$ cat src/verilog/smtc_pkg.sv
// constants, field layout and helpers for the serial-mode transfer control block
// assumes a 10 MHz register clock shared with the AXI4-Lite bus
package smtc_pkg;
    localparam int SMTC_ACLK_PERIOD_NS = 100;
    localparam int SMTC_SCLK_PERIOD_NS = 800;
    localparam int SMTC_HALF_CYCLES = SMTC_SCLK_PERIOD_NS / (2 * SMTC_ACLK_PERIOD_NS);
    localparam logic [4:0] SMTC_HALF = 5'(SMTC_HALF_CYCLES);

    localparam logic [7:0] SMTC_OFF_STATUS = 8'h0C;
    localparam logic [7:0] SMTC_OFF_BLOCK_LENGTH_COUNT = 8'h18;
    localparam logic [7:0] SMTC_OFF_DATA = 8'h28;
    localparam logic [7:0] SMTC_OFF_CFG = 8'h30;

    localparam logic [15:0] SMTC_CFG_RESET = 16'h0000;
    localparam logic [10:0] SMTC_BLOCK_LENGTH_COUNT_RESET = 11'h000;
    localparam logic [15:0] SMTC_DATA_RESET = 16'h0000;
    localparam int SMTC_STAT_FLAG_BIT = 0;
    localparam int SMTC_STAT_BUSY_BIT = 1;
    localparam int SMTC_CFG_LAUNCH_BIT = 15;

    localparam logic [4:0] SMTC_BYTE_BITS = 5'h08;
    localparam logic [4:0] SMTC_WORD_BITS = 5'h10;
    localparam logic [1:0] SMTC_RESP_OKAY = 2'h0;
    localparam logic [1:0] SMTC_RESP_SLVERR = 2'h2;

    typedef struct packed {
        logic launch_transfer;
        logic count_on_transmit;
        logic serial_out_idle_value;
        logic per_write_trigger;
        logic [1:0] select_hold_delay;
        logic [1:0] select_setup_delay;
        logic connector_route;
        logic reserved6;
        logic [1:0] chip_select;
        logic manual_select_mode;
        logic select_force_high;
        logic clock_edge_offset;
        logic clock_idle_level;
    } smtc_cfg_t;

    typedef enum logic [1:0] {SMTC_IDLE, SMTC_SETUP, SMTC_SHIFT, SMTC_HOLD} smtc_state_t;

    // byte-lane merge of a 16-bit register image
    function automatic logic [15:0] smtc_merge(input logic [15:0] old_v,
                                               input logic [15:0] new_v,
                                               input logic [1:0] strb);
        smtc_merge = {strb[1] ? new_v[15:8] : old_v[15:8], strb[0] ? new_v[7:0] : old_v[7:0]};
    endfunction : smtc_merge

    // 1..4 serial periods, less the half period the shifter waits before its first edge
    function automatic logic [4:0] smtc_setup_cycles(input logic [1:0] code);
        smtc_setup_cycles = 5'((int'(code) + 1) * 2 * SMTC_HALF_CYCLES - SMTC_HALF_CYCLES);
    endfunction : smtc_setup_cycles

    // 0.5..3.5 serial clock periods
    function automatic logic [4:0] smtc_hold_cycles(input logic [1:0] code);
        smtc_hold_cycles = 5'((2 * int'(code) + 1) * SMTC_HALF_CYCLES);
    endfunction : smtc_hold_cycles
endpackage : smtc_pkg

$ cat src/verilog/smtc_spi_mode_transfer_control.sv
// serial-mode master transfer control with an AXI4-Lite register slave
// assumes AXI master on aclk; serial-in pin is asynchronous to aclk
`timescale 1ns/10ps
`default_nettype none
module smtc_spi_mode_transfer_control (
    input wire logic aclk,
    input wire logic aresetn,
    input wire logic [7:0] s_axi_awaddr,
    input wire logic s_axi_awvalid,
    output var logic s_axi_awready,
    input wire logic [31:0] s_axi_wdata,
    input wire logic [3:0] s_axi_wstrb,
    input wire logic s_axi_wvalid,
    output var logic s_axi_wready,
    output var logic [1:0] s_axi_bresp,
    output var logic s_axi_bvalid,
    input wire logic s_axi_bready,
    input wire logic [7:0] s_axi_araddr,
    input wire logic s_axi_arvalid,
    output var logic s_axi_arready,
    output var logic [31:0] s_axi_rdata,
    output var logic [1:0] s_axi_rresp,
    output var logic s_axi_rvalid,
    input wire logic s_axi_rready,
    input wire logic serial_in,
    output var logic serial_out,
    output var logic dedicated_clk,
    output var logic [3:0] dedicated_select_n,
    output var logic card_clk,
    output var logic card_data3_out,
    output var logic card_data3_oe
);
    smtc_pkg::smtc_cfg_t cfg_reg;
    smtc_pkg::smtc_state_t st_reg;
    logic awready_reg, wready_reg, bvalid_reg, arready_reg, rvalid_reg;
    logic [1:0] bresp_reg, rresp_reg;
    logic [31:0] rdata_reg;
    logic [7:0] aw_addr_reg;
    logic [15:0] wdata_reg;
    logic [1:0] wstrb_reg;
    logic [4:0] tmr_reg, edge_reg, nbits_reg;
    logic [15:0] tx_sh_reg, rx_sh_reg, rx_data_reg, tx_data_reg;
    logic [10:0] block_length_count_reg;
    logic so_reg, sclk_reg, cs_auto_reg, single_reg, flag_reg;
    logic si_meta_reg, si_sync_reg;
    logic dclk_reg, cclk_reg, d3_out_reg, d3_oe_reg;
    logic [3:0] dsel_reg;
    logic wr_fire, rd_fire, wr_cfg, wr_data, wr_block_length_count, mapped;
    logic start_blk, start_one, tmr_hit, out_ev, smp_ev, last_ev, more, tx_on, sel_low;
    logic [4:0] last_edge;
    logic [15:0] rx_next, load_word, load_tx;
    logic load_so;
    logic [3:0] cs_vec;
    logic [31:0] rd_mux;
    logic rd_ok;
    logic [15:0] block_length_count_merged;

    assign s_axi_awready = awready_reg;
    assign s_axi_wready = wready_reg;
    assign s_axi_bvalid = bvalid_reg;
    assign s_axi_bresp = bresp_reg;
    assign s_axi_arready = arready_reg;
    assign s_axi_rvalid = rvalid_reg;
    assign s_axi_rdata = rdata_reg;
    assign s_axi_rresp = rresp_reg;
    assign serial_out = so_reg;
    assign dedicated_clk = dclk_reg;
    assign dedicated_select_n = dsel_reg;
    assign card_clk = cclk_reg;
    assign card_data3_out = d3_out_reg;
    assign card_data3_oe = d3_oe_reg;

    // write: address and data taken independently, applied once both held
    assign wr_fire = !awready_reg && !wready_reg && !bvalid_reg;
    assign wr_cfg = wr_fire && aw_addr_reg == smtc_pkg::SMTC_OFF_CFG;
    assign wr_data = wr_fire && aw_addr_reg == smtc_pkg::SMTC_OFF_DATA;
    assign wr_block_length_count = wr_fire && aw_addr_reg == smtc_pkg::SMTC_OFF_BLOCK_LENGTH_COUNT;
    assign mapped = aw_addr_reg == smtc_pkg::SMTC_OFF_CFG || aw_addr_reg == smtc_pkg::SMTC_OFF_DATA
                    || aw_addr_reg == smtc_pkg::SMTC_OFF_BLOCK_LENGTH_COUNT
                    || aw_addr_reg == smtc_pkg::SMTC_OFF_STATUS;
    assign start_blk = wr_cfg && wstrb_reg[1] && wdata_reg[smtc_pkg::SMTC_CFG_LAUNCH_BIT]
                       && !cfg_reg.per_write_trigger && st_reg == smtc_pkg::SMTC_IDLE;
    assign start_one = wr_data && cfg_reg.per_write_trigger
                       && st_reg == smtc_pkg::SMTC_IDLE;

    always_ff @(posedge aclk)
    begin
        if (!aresetn)
        begin
            awready_reg <= 1'b1;
            wready_reg <= 1'b1;
            bvalid_reg <= 1'b0;
            bresp_reg <= smtc_pkg::SMTC_RESP_OKAY;
            aw_addr_reg <= 8'h00;
            wdata_reg <= 16'h0000;
            wstrb_reg <= 2'h0;
        end
        else
        begin
            if (s_axi_awvalid && awready_reg)
            begin
                aw_addr_reg <= s_axi_awaddr;
                awready_reg <= 1'b0;
            end
            else if (bvalid_reg && s_axi_bready)
                awready_reg <= 1'b1;
            if (s_axi_wvalid && wready_reg)
            begin
                wdata_reg <= s_axi_wdata[15:0];
                wstrb_reg <= s_axi_wstrb[1:0];
                wready_reg <= 1'b0;
            end
            else if (bvalid_reg && s_axi_bready)
                wready_reg <= 1'b1;
            if (wr_fire)
            begin
                bvalid_reg <= 1'b1;
                bresp_reg <= mapped ? smtc_pkg::SMTC_RESP_OKAY : smtc_pkg::SMTC_RESP_SLVERR;
            end
            else if (s_axi_bready)
                bvalid_reg <= 1'b0;
        end
    end

    always_ff @(posedge aclk)
    begin
        if (!aresetn)
            cfg_reg <= smtc_pkg::SMTC_CFG_RESET;
        else if (wr_cfg)
        begin
            cfg_reg <= smtc_pkg::smtc_merge(cfg_reg, wdata_reg, wstrb_reg);
            cfg_reg.launch_transfer <= 1'b0;
            cfg_reg.reserved6 <= 1'b0;
        end
    end

    always_ff @(posedge aclk)
    begin
        if (!aresetn)
            tx_data_reg <= smtc_pkg::SMTC_DATA_RESET;
        else if (wr_data)
            tx_data_reg <= smtc_pkg::smtc_merge(tx_data_reg, wdata_reg, wstrb_reg);
    end

    // read path: one-cycle answer, unmapped reads give zero and an error
    assign rd_fire = s_axi_arvalid && arready_reg;
    always_comb
    begin
        rd_mux = 32'h0000_0000;
        rd_ok = 1'b1;
        case (s_axi_araddr)
            smtc_pkg::SMTC_OFF_CFG: rd_mux[15:0] = cfg_reg & 16'h7FBF;
            smtc_pkg::SMTC_OFF_BLOCK_LENGTH_COUNT: rd_mux[10:0] = block_length_count_reg;
            smtc_pkg::SMTC_OFF_DATA: rd_mux[15:0] = rx_data_reg;
            smtc_pkg::SMTC_OFF_STATUS:
            begin
                rd_mux[smtc_pkg::SMTC_STAT_FLAG_BIT] = flag_reg;
                rd_mux[smtc_pkg::SMTC_STAT_BUSY_BIT] = st_reg != smtc_pkg::SMTC_IDLE;
            end
            default: rd_ok = 1'b0;
        endcase
    end

    always_ff @(posedge aclk)
    begin
        if (!aresetn)
        begin
            arready_reg <= 1'b1;
            rvalid_reg <= 1'b0;
            rdata_reg <= 32'h0000_0000;
            rresp_reg <= smtc_pkg::SMTC_RESP_OKAY;
        end
        else if (rd_fire)
        begin
            arready_reg <= 1'b0;
            rvalid_reg <= 1'b1;
            rdata_reg <= rd_mux;
            rresp_reg <= rd_ok ? smtc_pkg::SMTC_RESP_OKAY : smtc_pkg::SMTC_RESP_SLVERR;
        end
        else if (rvalid_reg && s_axi_rready)
        begin
            arready_reg <= 1'b1;
            rvalid_reg <= 1'b0;
        end
    end

    // pin input crosses into aclk before the shifter looks at it
    always_ff @(posedge aclk)
    begin
        if (!aresetn)
        begin
            si_meta_reg <= 1'b0;
            si_sync_reg <= 1'b0;
        end
        else
        begin
            si_meta_reg <= serial_in;
            si_sync_reg <= si_meta_reg;
        end
    end

    // shift engine timing; edges are half periods of SMTC_HALF cycles
    assign tmr_hit = tmr_reg == 5'h01;
    assign last_edge = 5'({nbits_reg, 1'b0} - 6'h01);
    assign out_ev = st_reg == smtc_pkg::SMTC_SHIFT && tmr_hit
                    && (edge_reg[0] != cfg_reg.clock_edge_offset);
    assign smp_ev = st_reg == smtc_pkg::SMTC_SHIFT && tmr_hit
                    && (edge_reg[0] == cfg_reg.clock_edge_offset);
    assign last_ev = st_reg == smtc_pkg::SMTC_SHIFT && tmr_hit && edge_reg == last_edge;
    assign rx_next = smp_ev ? {rx_sh_reg[14:0], si_sync_reg} : rx_sh_reg;
    assign block_length_count_merged = smtc_pkg::smtc_merge({5'h00, block_length_count_reg}, wdata_reg, wstrb_reg);
    assign more = !single_reg && block_length_count_reg > 11'h001;
    assign tx_on = cfg_reg.count_on_transmit || single_reg;
    // words are left-aligned so bit 15 always leaves first
    assign load_word = start_one ? (wstrb_reg[1] ? wdata_reg : {wdata_reg[7:0], 8'h00})
                                 : {tx_data_reg[7:0], 8'h00};
    assign load_tx = cfg_reg.clock_edge_offset ? load_word : {load_word[14:0], 1'b0};
    assign load_so = (!cfg_reg.clock_edge_offset && (cfg_reg.count_on_transmit || start_one))
                     ? load_word[15] : cfg_reg.serial_out_idle_value;

    always_ff @(posedge aclk)
    begin
        if (!aresetn)
        begin
            st_reg <= smtc_pkg::SMTC_IDLE;
            tmr_reg <= 5'h00;
            edge_reg <= 5'h00;
            nbits_reg <= smtc_pkg::SMTC_BYTE_BITS;
            tx_sh_reg <= 16'h0000;
            rx_sh_reg <= 16'h0000;
            rx_data_reg <= smtc_pkg::SMTC_DATA_RESET;
            block_length_count_reg <= smtc_pkg::SMTC_BLOCK_LENGTH_COUNT_RESET;
            so_reg <= 1'b0;
            sclk_reg <= 1'b0;
            cs_auto_reg <= 1'b0;
            single_reg <= 1'b0;
        end
        else
        begin
            case (st_reg)
                smtc_pkg::SMTC_IDLE:
                begin
                    so_reg <= cfg_reg.serial_out_idle_value;
                    sclk_reg <= cfg_reg.clock_idle_level;
                    if (start_blk || start_one)
                    begin
                        st_reg <= smtc_pkg::SMTC_SETUP;
                        tmr_reg <= smtc_pkg::smtc_setup_cycles(cfg_reg.select_setup_delay);
                        cs_auto_reg <= 1'b1;
                        single_reg <= start_one;
                        nbits_reg <= (start_one && wstrb_reg[1]) ? smtc_pkg::SMTC_WORD_BITS
                                                                 : smtc_pkg::SMTC_BYTE_BITS;
                        edge_reg <= 5'h00;
                        tx_sh_reg <= load_tx;
                        so_reg <= load_so;
                    end
                end
                smtc_pkg::SMTC_SETUP:
                begin
                    tmr_reg <= tmr_reg - 5'h01;
                    if (tmr_hit)
                    begin
                        st_reg <= smtc_pkg::SMTC_SHIFT;
                        tmr_reg <= smtc_pkg::SMTC_HALF;
                    end
                end
                smtc_pkg::SMTC_SHIFT:
                begin
                    tmr_reg <= tmr_reg - 5'h01;
                    if (tmr_hit)
                    begin
                        tmr_reg <= smtc_pkg::SMTC_HALF;
                        sclk_reg <= ~sclk_reg;
                        edge_reg <= edge_reg + 5'h01;
                        rx_sh_reg <= rx_next;
                        if (out_ev)
                        begin
                            so_reg <= (last_ev || !tx_on) ? cfg_reg.serial_out_idle_value
                                                          : tx_sh_reg[15];
                            tx_sh_reg <= {tx_sh_reg[14:0], 1'b0};
                        end
                        if (last_ev)
                        begin
                            rx_data_reg <= (nbits_reg == smtc_pkg::SMTC_BYTE_BITS)
                                           ? {8'h00, rx_next[7:0]} : rx_next;
                            // rx and tx bytes finish together, so either count mode ticks here
                            if (!single_reg && block_length_count_reg != 11'h000)
                                block_length_count_reg <= block_length_count_reg - 11'h001;
                            if (more)
                            begin
                                edge_reg <= 5'h00;
                                tx_sh_reg <= load_tx;
                                so_reg <= load_so;
                            end
                            else
                            begin
                                st_reg <= smtc_pkg::SMTC_HOLD;
                                tmr_reg <= smtc_pkg::smtc_hold_cycles(cfg_reg.select_hold_delay);
                            end
                        end
                    end
                end
                smtc_pkg::SMTC_HOLD:
                begin
                    tmr_reg <= tmr_reg - 5'h01;
                    so_reg <= cfg_reg.serial_out_idle_value;
                    if (tmr_hit)
                    begin
                        st_reg <= smtc_pkg::SMTC_IDLE;
                        cs_auto_reg <= 1'b0;
                    end
                end
                default: st_reg <= smtc_pkg::SMTC_IDLE;
            endcase
            // count reloads only between transfers so a running block is not cut short
            if (wr_block_length_count && st_reg == smtc_pkg::SMTC_IDLE)
                block_length_count_reg <= block_length_count_merged[10:0];
        end
    end

    // set wins over the clear that a data read makes
    always_ff @(posedge aclk)
    begin
        if (!aresetn)
            flag_reg <= 1'b0;
        else if (last_ev)
            flag_reg <= 1'b1;
        else if (rd_fire && s_axi_araddr == smtc_pkg::SMTC_OFF_DATA)
            flag_reg <= 1'b0;
    end

    // select control; a forced-high transfer still clocks (dummy clocks)
    assign sel_low = !cfg_reg.select_force_high
                     && (cfg_reg.manual_select_mode || cs_auto_reg);
    assign cs_vec = ~(sel_low ? (4'h1 << cfg_reg.chip_select) : 4'h0);

    always_ff @(posedge aclk)
    begin
        if (!aresetn)
        begin
            dclk_reg <= 1'b0;
            cclk_reg <= 1'b0;
            dsel_reg <= 4'hF;
            d3_out_reg <= 1'b1;
            d3_oe_reg <= 1'b0;
        end
        else
        begin
            dclk_reg <= cfg_reg.connector_route ? 1'b0 : sclk_reg;
            cclk_reg <= cfg_reg.connector_route ? sclk_reg : 1'b0;
            dsel_reg <= cfg_reg.connector_route ? (cs_vec | 4'h1) : cs_vec;
            d3_out_reg <= cs_vec[0];
            // released when unrouted so the external pull-up holds it high
            d3_oe_reg <= cfg_reg.connector_route;
        end
    end
endmodule : smtc_spi_mode_transfer_control
`default_nettype wire

$ cat config.mk
export PLATFORM = sky130hd
export DESIGN_NAME = smtc_spi_mode_transfer_control
export DESIGN_NICKNAME = d
export VERILOG_FILES = /design/src/verilog/smtc_pkg.sv /design/src/verilog/smtc_spi_mode_transfer_control.sv
export SDC_FILE = /design/constraint.sdc
export NUM_CORES = 1
export LEC_CHECK = 0
export ABC_CLOCK_PERIOD_IN_PS = 2720
export BUFFER_PORTS_ARGS = -buffer_cell sky130_fd_sc_hd__buf_2
export CAP_MARGIN = 20
export CORE_ASPECT_RATIO = 0.8
export CORE_MARGIN = 2
export CORE_UTILIZATION = 57
export DETAILED_ROUTE_END_ITERATION = 16
export GPL_ROUTABILITY_DRIVEN = 1
export PLACE_DENSITY = 0.8
export SYNTH_ARGS = -nofsm -noshare
export SYNTH_HDL_FRONTEND = slang
export SYNTH_SLANG_ARGS = --single-unit
$ cat constraint.sdc
create_clock -name aclk -period 2.72 [get_ports aclk]
set_clock_uncertainty 0.1 [all_clocks]
set_input_delay 0.544 -clock aclk [delete_from_list [all_inputs] [get_ports aclk]]
set_output_delay 0.544 -clock aclk [all_outputs]
set_load 0.03 [all_outputs]
**After elaboration in Yosys (flattened, before gate mapping)**

Index checks and enable logic that the tools add are counted.
Widths: inputs -> output; s select.

- Add/sub/neg operators: 7
- $lt $le $gt $ge: 1
- Equality and inequality tests: 24
- Shift-type cells: 1
- Muxes and demuxes: 68
- Bitwise logic cells: 3
- Reductions and logical operators: 74

Operators by type and width:

| operator | number |
|---|---|
| $mux 16 | 10 |
| $mux 11 | 5 |
| $mux 5 | 10 |
| $eq 8x6->1 const B | 4 |
| $pmux 16 s2 | 1 |
| $logic_and 1x1->1 | 27 |
| $pmux 9 s3 | 1 |
| $reduce_bool 2->1 | 12 |
| $mux 1 | 22 |
| $pmux 5 s2 | 2 |
| $pmux 5 s4 | 1 |
| $eq 8x4->1 const B | 2 |
| $eq 8x5->1 const B | 2 |
| $mux 2 | 8 |
| $ne 2x2->1 const B | 8 |
| $pmux 2 s4 | 2 |
| $reduce_and 2->1 | 8 |
| $gt 11x1->1 const B | 1 |
| $reduce_bool 11->1 | 1 |
| $sub 11x1->11 const B | 1 |
| $reduce_and 5->1 | 2 |
| $sub 5x1->5 const B | 2 |
| $reduce_and 3->1 | 3 |
| $logic_not 1->1 | 8 |
| 25 further kinds | 35 |

- Bits in registers: 164
- Input port bits: 60
- Output and inout bits: 50
- Logic and storage cells: 223

**Logic depth before layout (Yosys ltp)**

- Depth in word-level cells: 13
- Gate-level depth with buffers: 9

**Least setup slack after synthesis**

Ideal clock, no wire load.

- Path type: input-to-reg
- Start point: in s_axi_araddr[1]
- End point: reg rdata_reg[1], in the netlist s_axi_rdata[1]
- Data arrival time: 2,177 ps
- Required time: 2,550 ps
- Setup slack: 373 ps
- Stages: 7
- Path buffers: 2
- Cells stage by stage: or4_1 clkbuf_1 nor3_2 buf_2 a22oi_1 a21o_1 a21oi_1

- Word-level cells in the longest chain between the ends: 2

Ends and longest elaborated chain:

| item | RTL line | source |
|---|---|---|
| start: declaration | smtc_spi_mode_transfer_control.sv:18 | `input wire logic [7:0] s_axi_araddr,` |
| $eq 8x4->1, or another cell as far along | smtc_spi_mode_transfer_control.sv:151 | `case (s_axi_araddr)` |
| $pmux 2 s4 * | smtc_spi_mode_transfer_control.sv:151 |  |
| end signal: assignment | smtc_spi_mode_transfer_control.sv:177 | `rdata_reg <= rd_mux;` |
| end: declaration | smtc_spi_mode_transfer_control.sv:37 | `logic [31:0] rdata_reg;` |

Every way passes the cells marked *; elsewhere a longest branch is shown, timed or not.
A chain may end at the register's enable or synchronous reset.

**Worst setup path after layout**

- Start point: reg edge_reg[0]
- End point: reg block_length_count_reg[8]

- Word-level cells in the longest chain between the ends: 4

Ends and longest elaborated chain:

| item | RTL line | source |
|---|---|---|
| start: declaration | smtc_spi_mode_transfer_control.sv:41 | `logic [4:0] tmr_reg, edge_reg, nbits_reg;` |
| start signal: assignment | smtc_spi_mode_transfer_control.sv:274 | `edge_reg <= edge_reg + 5'h01;` |
| $eq 5x5->1 | smtc_spi_mode_transfer_control.sv:209 | `assign last_ev = st_reg == smtc_pkg::SMTC_SHIFT && tmr_hit && edge_reg == last_edge;` |
| $logic_and 1x1->1 | smtc_spi_mode_transfer_control.sv:209 |  |
| $reduce_bool 2->1 (no line) | -- |  |
| $reduce_and 5->1 (no line) | -- |  |
| end signal: assignment | smtc_spi_mode_transfer_control.sv:232 | `block_length_count_reg <= smtc_pkg::SMTC_BLOCK_LENGTH_COUNT_RESET;` |
| end signal: assignment | smtc_spi_mode_transfer_control.sv:288 | `block_length_count_reg <= block_length_count_reg - 11'h001;` |
| end signal: assignment | smtc_spi_mode_transfer_control.sv:317 | `block_length_count_reg <= block_length_count_merged[10:0];` |
| end: declaration | smtc_spi_mode_transfer_control.sv:43 | `logic [10:0] block_length_count_reg;` |

No other way between the ends.

==> impl_metrics.csv <==
group,metric,value,unit
setup_path,worstPathRequired,2900,ps
clocking,htree_levels,4,
power,vdd_drop_max,520,µV
route,wl_per_cell,17.0,µm
sta,rsz0062_at_grt,"false",
yosys,synthTopCellsByArea,"dfxtp_1, mux2i_1, a21oi_1",
floorplanning,core,0.0129,mm²
min_path,hp-class,"input pin to register",
floorplanning,die_h,107,µm
final_layout,areaGrowthSynthToFinish,14.8,%
grt,grt_pass1_wl,31.1,mm
grt,grt-ovfl-total,0,
route,drtIter0Drc,801,
setup_path,cpLargestDelayFamily,"simple AND/OR/NAND/NOR gates",
sta,relSlewSlack,55.8,%
final_layout,ff_latch_area,0.00318,mm²
route,vias_per_cell,5.95,
sta,max_slew.worst_pin.slew,657,ps
final_layout,layout_common_cells,"dfxtp_1, nand2_1, nor2_1, a21oi_1, buf_2",
sta,report.final.setup_viol,0,
clocking,numCtsBuffers,17,
yosys,synth_top_family_by_area,"compound AO/OA/AOI/OAI gates",
power,power_frac_comb,9.6,%
setup_path,startpoint_type,"register",
route,vias,6685,
yosys,yosysTopAreaCell,"dfxtp_1",
yosys,synth_compound_area_share,20.0,%
sta,fin_setup_tns,0,ps
power,net-switching-power,1.37,mW
route,first_pass_iters,6,
sta,slew_violations,0,
run,drv_cap,0,
grt,grt_busiest_layer,"met2",
grt,grt_pass1_vias,6134,
grt,grt_use_met1,38.5,%
yosys,synth_edf_count,0,
final_layout,multi_input_area,0.00399,mm²
placed_design,port_buffers,73,
route,routed_wl,19.1,mm
floorplanning,fp-row-count,37,
floorplanning,fp.dieArea,0.0142,mm²
floorplanning,initial_core_util,58.5,%
yosys,ys.flop_type,"dfxtp_1",
power,internal-power,3.90,mW
route,ant_nets,0,
placed_design,post-place-ws,226,ps
placed_design,dp_hpwl,13.1,mm
setup_path,critPathArrivalTime,2670,ps
power,total_power,5.27,mW
yosys,syn_inst,864,
yosys,synth_xor_area_share,0.927,%
power,swShare,25.9,%
power,leakage,3.40,nW
status,status,"finished, final reports clean",
grt,use_met3,5.15,%
floorplanning,die_w,133,µm
power,seqPwrFrac,46.7,%
sta,holdWs,230,ps
yosys,avgSynthCellArea,8.75,µm²
setup_path,critical-path-max-stage-delay,570,ps
placed_design,dp.cells,1090,
clocking,clkLatencyLatePin,420,ps
yosys,synthArstFlopShare,0,%
final_layout,drive_gt1_share,17.8,%
yosys,synth-simple-area-share,19.6,%
grt,met2_usage,42.3,%
grt,antenna_found_initial,0,
grt,grt.total_usage,27.4,%
clocking,tritoncts,"yes",
power,power_density,607,mW/mm²
yosys,synthDistinctLibCells,77,
clocking,cts_setup_buffers,0,
setup_path,crit_buf_inv,0,
yosys,netlist_area,0.00756,mm²
sta,hold_viol_final,0,
clocking,clockBufferDepth,2,
final_layout,instances_no_fill,1124,
setup_path,crit_type,"register to register",
setup_path,end_kind,"register",
clocking,cts_sinks,159,
sta,fin_crit_sh,91.4,%
power,clock_power_share,43.7,%
final_layout,nets,1006,
sta,finalCriticalPeriod,2490,ps
clocking,cts_root_buffer,"clkbuf_16",
setup_path,crit_fanout,7,
yosys,synth.mux.area_fraction,9.47,%
placed_design,gp_congestion,0.937,
yosys,yosysTopAreaCellShare,42.1,%
sta,setup_slack,233,ps
yosys,synth.yosys.seq_area_share,42.1,%
floorplanning,io_pins,110,
clocking,clk_pin_slew,60,ps
sta,fmax,402,MHz
route,route.detailed.drc,0,
yosys,ys_ff_latch,159,
final_layout,final_common_cell,"dfxtp_1",
setup_path,cpMaxStageDelayCell,"or3_1",
yosys,yosys.area_share.adder,1.82,%
yosys,synthesis.yosys.warnings,0,
setup_path,path_cells,"ha_1 > and3_1 > nand4_1 > or3_1 > o311ai_0 > a21oi_1",
grt,grt_max_degree,133,
final_layout,fillers,1028,
[metrics by stage]
stage          utilization [%]  instance area [µm²]
6_report                  67.2                 8680
5_1_grt                   67.2                 8680
4_1_cts                   67.1                 8670
3_5_place_dp              62.6                 8090
3_3_place_gp              62.6                 8090
2_1_floorplan                -                 7620
[synthesized netlist by cell type, drive strengths merged (3+ instances only)]
cell type and n:
nand4 7, clkbuf 35, a32o 7, a211oi 11
mux2 8, nor4 11, a32oi 3, buf 35
o22ai 4, a21o 3, a221oi 7, a2bb2oi 16
o211ai 8, o21a 7, nor2 98, a311oi 8
and4 3, o21ai 28, ha 11, xor2 3
a21oi 85, nand2 107, nor2b 3, nand3 18
dfxtp 159, or2 3, mux4 6, a211o 3
inv 21, a222oi 8, and3b 3, and3 4
a22oi 4, a31oi 3, nor3b 4, or3 6
and2 9, xnor2 5, mux2i 49, nor3 18
[kinds of logic after synthesis]
| family | Yosys count |
|---|---|
| simple gates | 306 |
| compound gates | 223 |
| flops | 159 |
| buf+inv | 93 |
| mux | 63 |
| fa+ha+maj | 11 |
| xor+xnor | 8 |
| other cells | 1 |
[path summary, 6_finish.rpt]
path	from	endpoint	slack, ps	depth (start not counted)
hold reg to reg	si_meta_reg	si_sync_reg	330	1
setup / recovery	edge_reg[0]	block_length_count_reg[8]	230	6
setup reg to reg	edge_reg[0]	block_length_count_reg[8]	230	6
hold / removal	serial_in	si_meta_reg	230	2
[power groups by stage]
stage          sequential, mW  combinational (mW)  clock, mW
2_1_floorplan            2.51               0.358          0
3_3_place_gp             2.51               0.489          0
3_5_place_dp             2.51               0.495          0
4_1_cts                  2.46               0.500       2.32
5_1_grt                  2.46               0.562       2.43
6_report                 2.46               0.507       2.30
[routing by layer]
layer	part of all wire [%]	wire length [µm]	up-vias
li1	-	-	3249
met1	47	8960	3111
met2	44	8300	291
met3	7.5	1430	34
met4	2.0	384	0
met5	0	0	-
[layout make-up]
cell class	instances	area share (%)
repair buffers	105	7.09
well taps	175	2.52
diodes	1	0.0288
inverters	23	1.01
flip-flops and latches	159	36.7
clock inverters	10	1.20
clock buffers	22	5.46
multi-input cells	629	46.0
[repair_timing]
action	CTS	global route
resized for setup	0	1
setup endpoints to repair	0	6
hold buffers	0	0
[worst register-to-register path, delay by kind of cell, from the launching register on]
| family | cells | cell delay (ps) |
|---|---|---|
| flops | 1 | 440 |
| simple gates | 3 | 1090 |
| compound gates | 2 | 480 |
| fa+ha+maj | 1 | 240 |
Power figures use the tool's default switching activity.
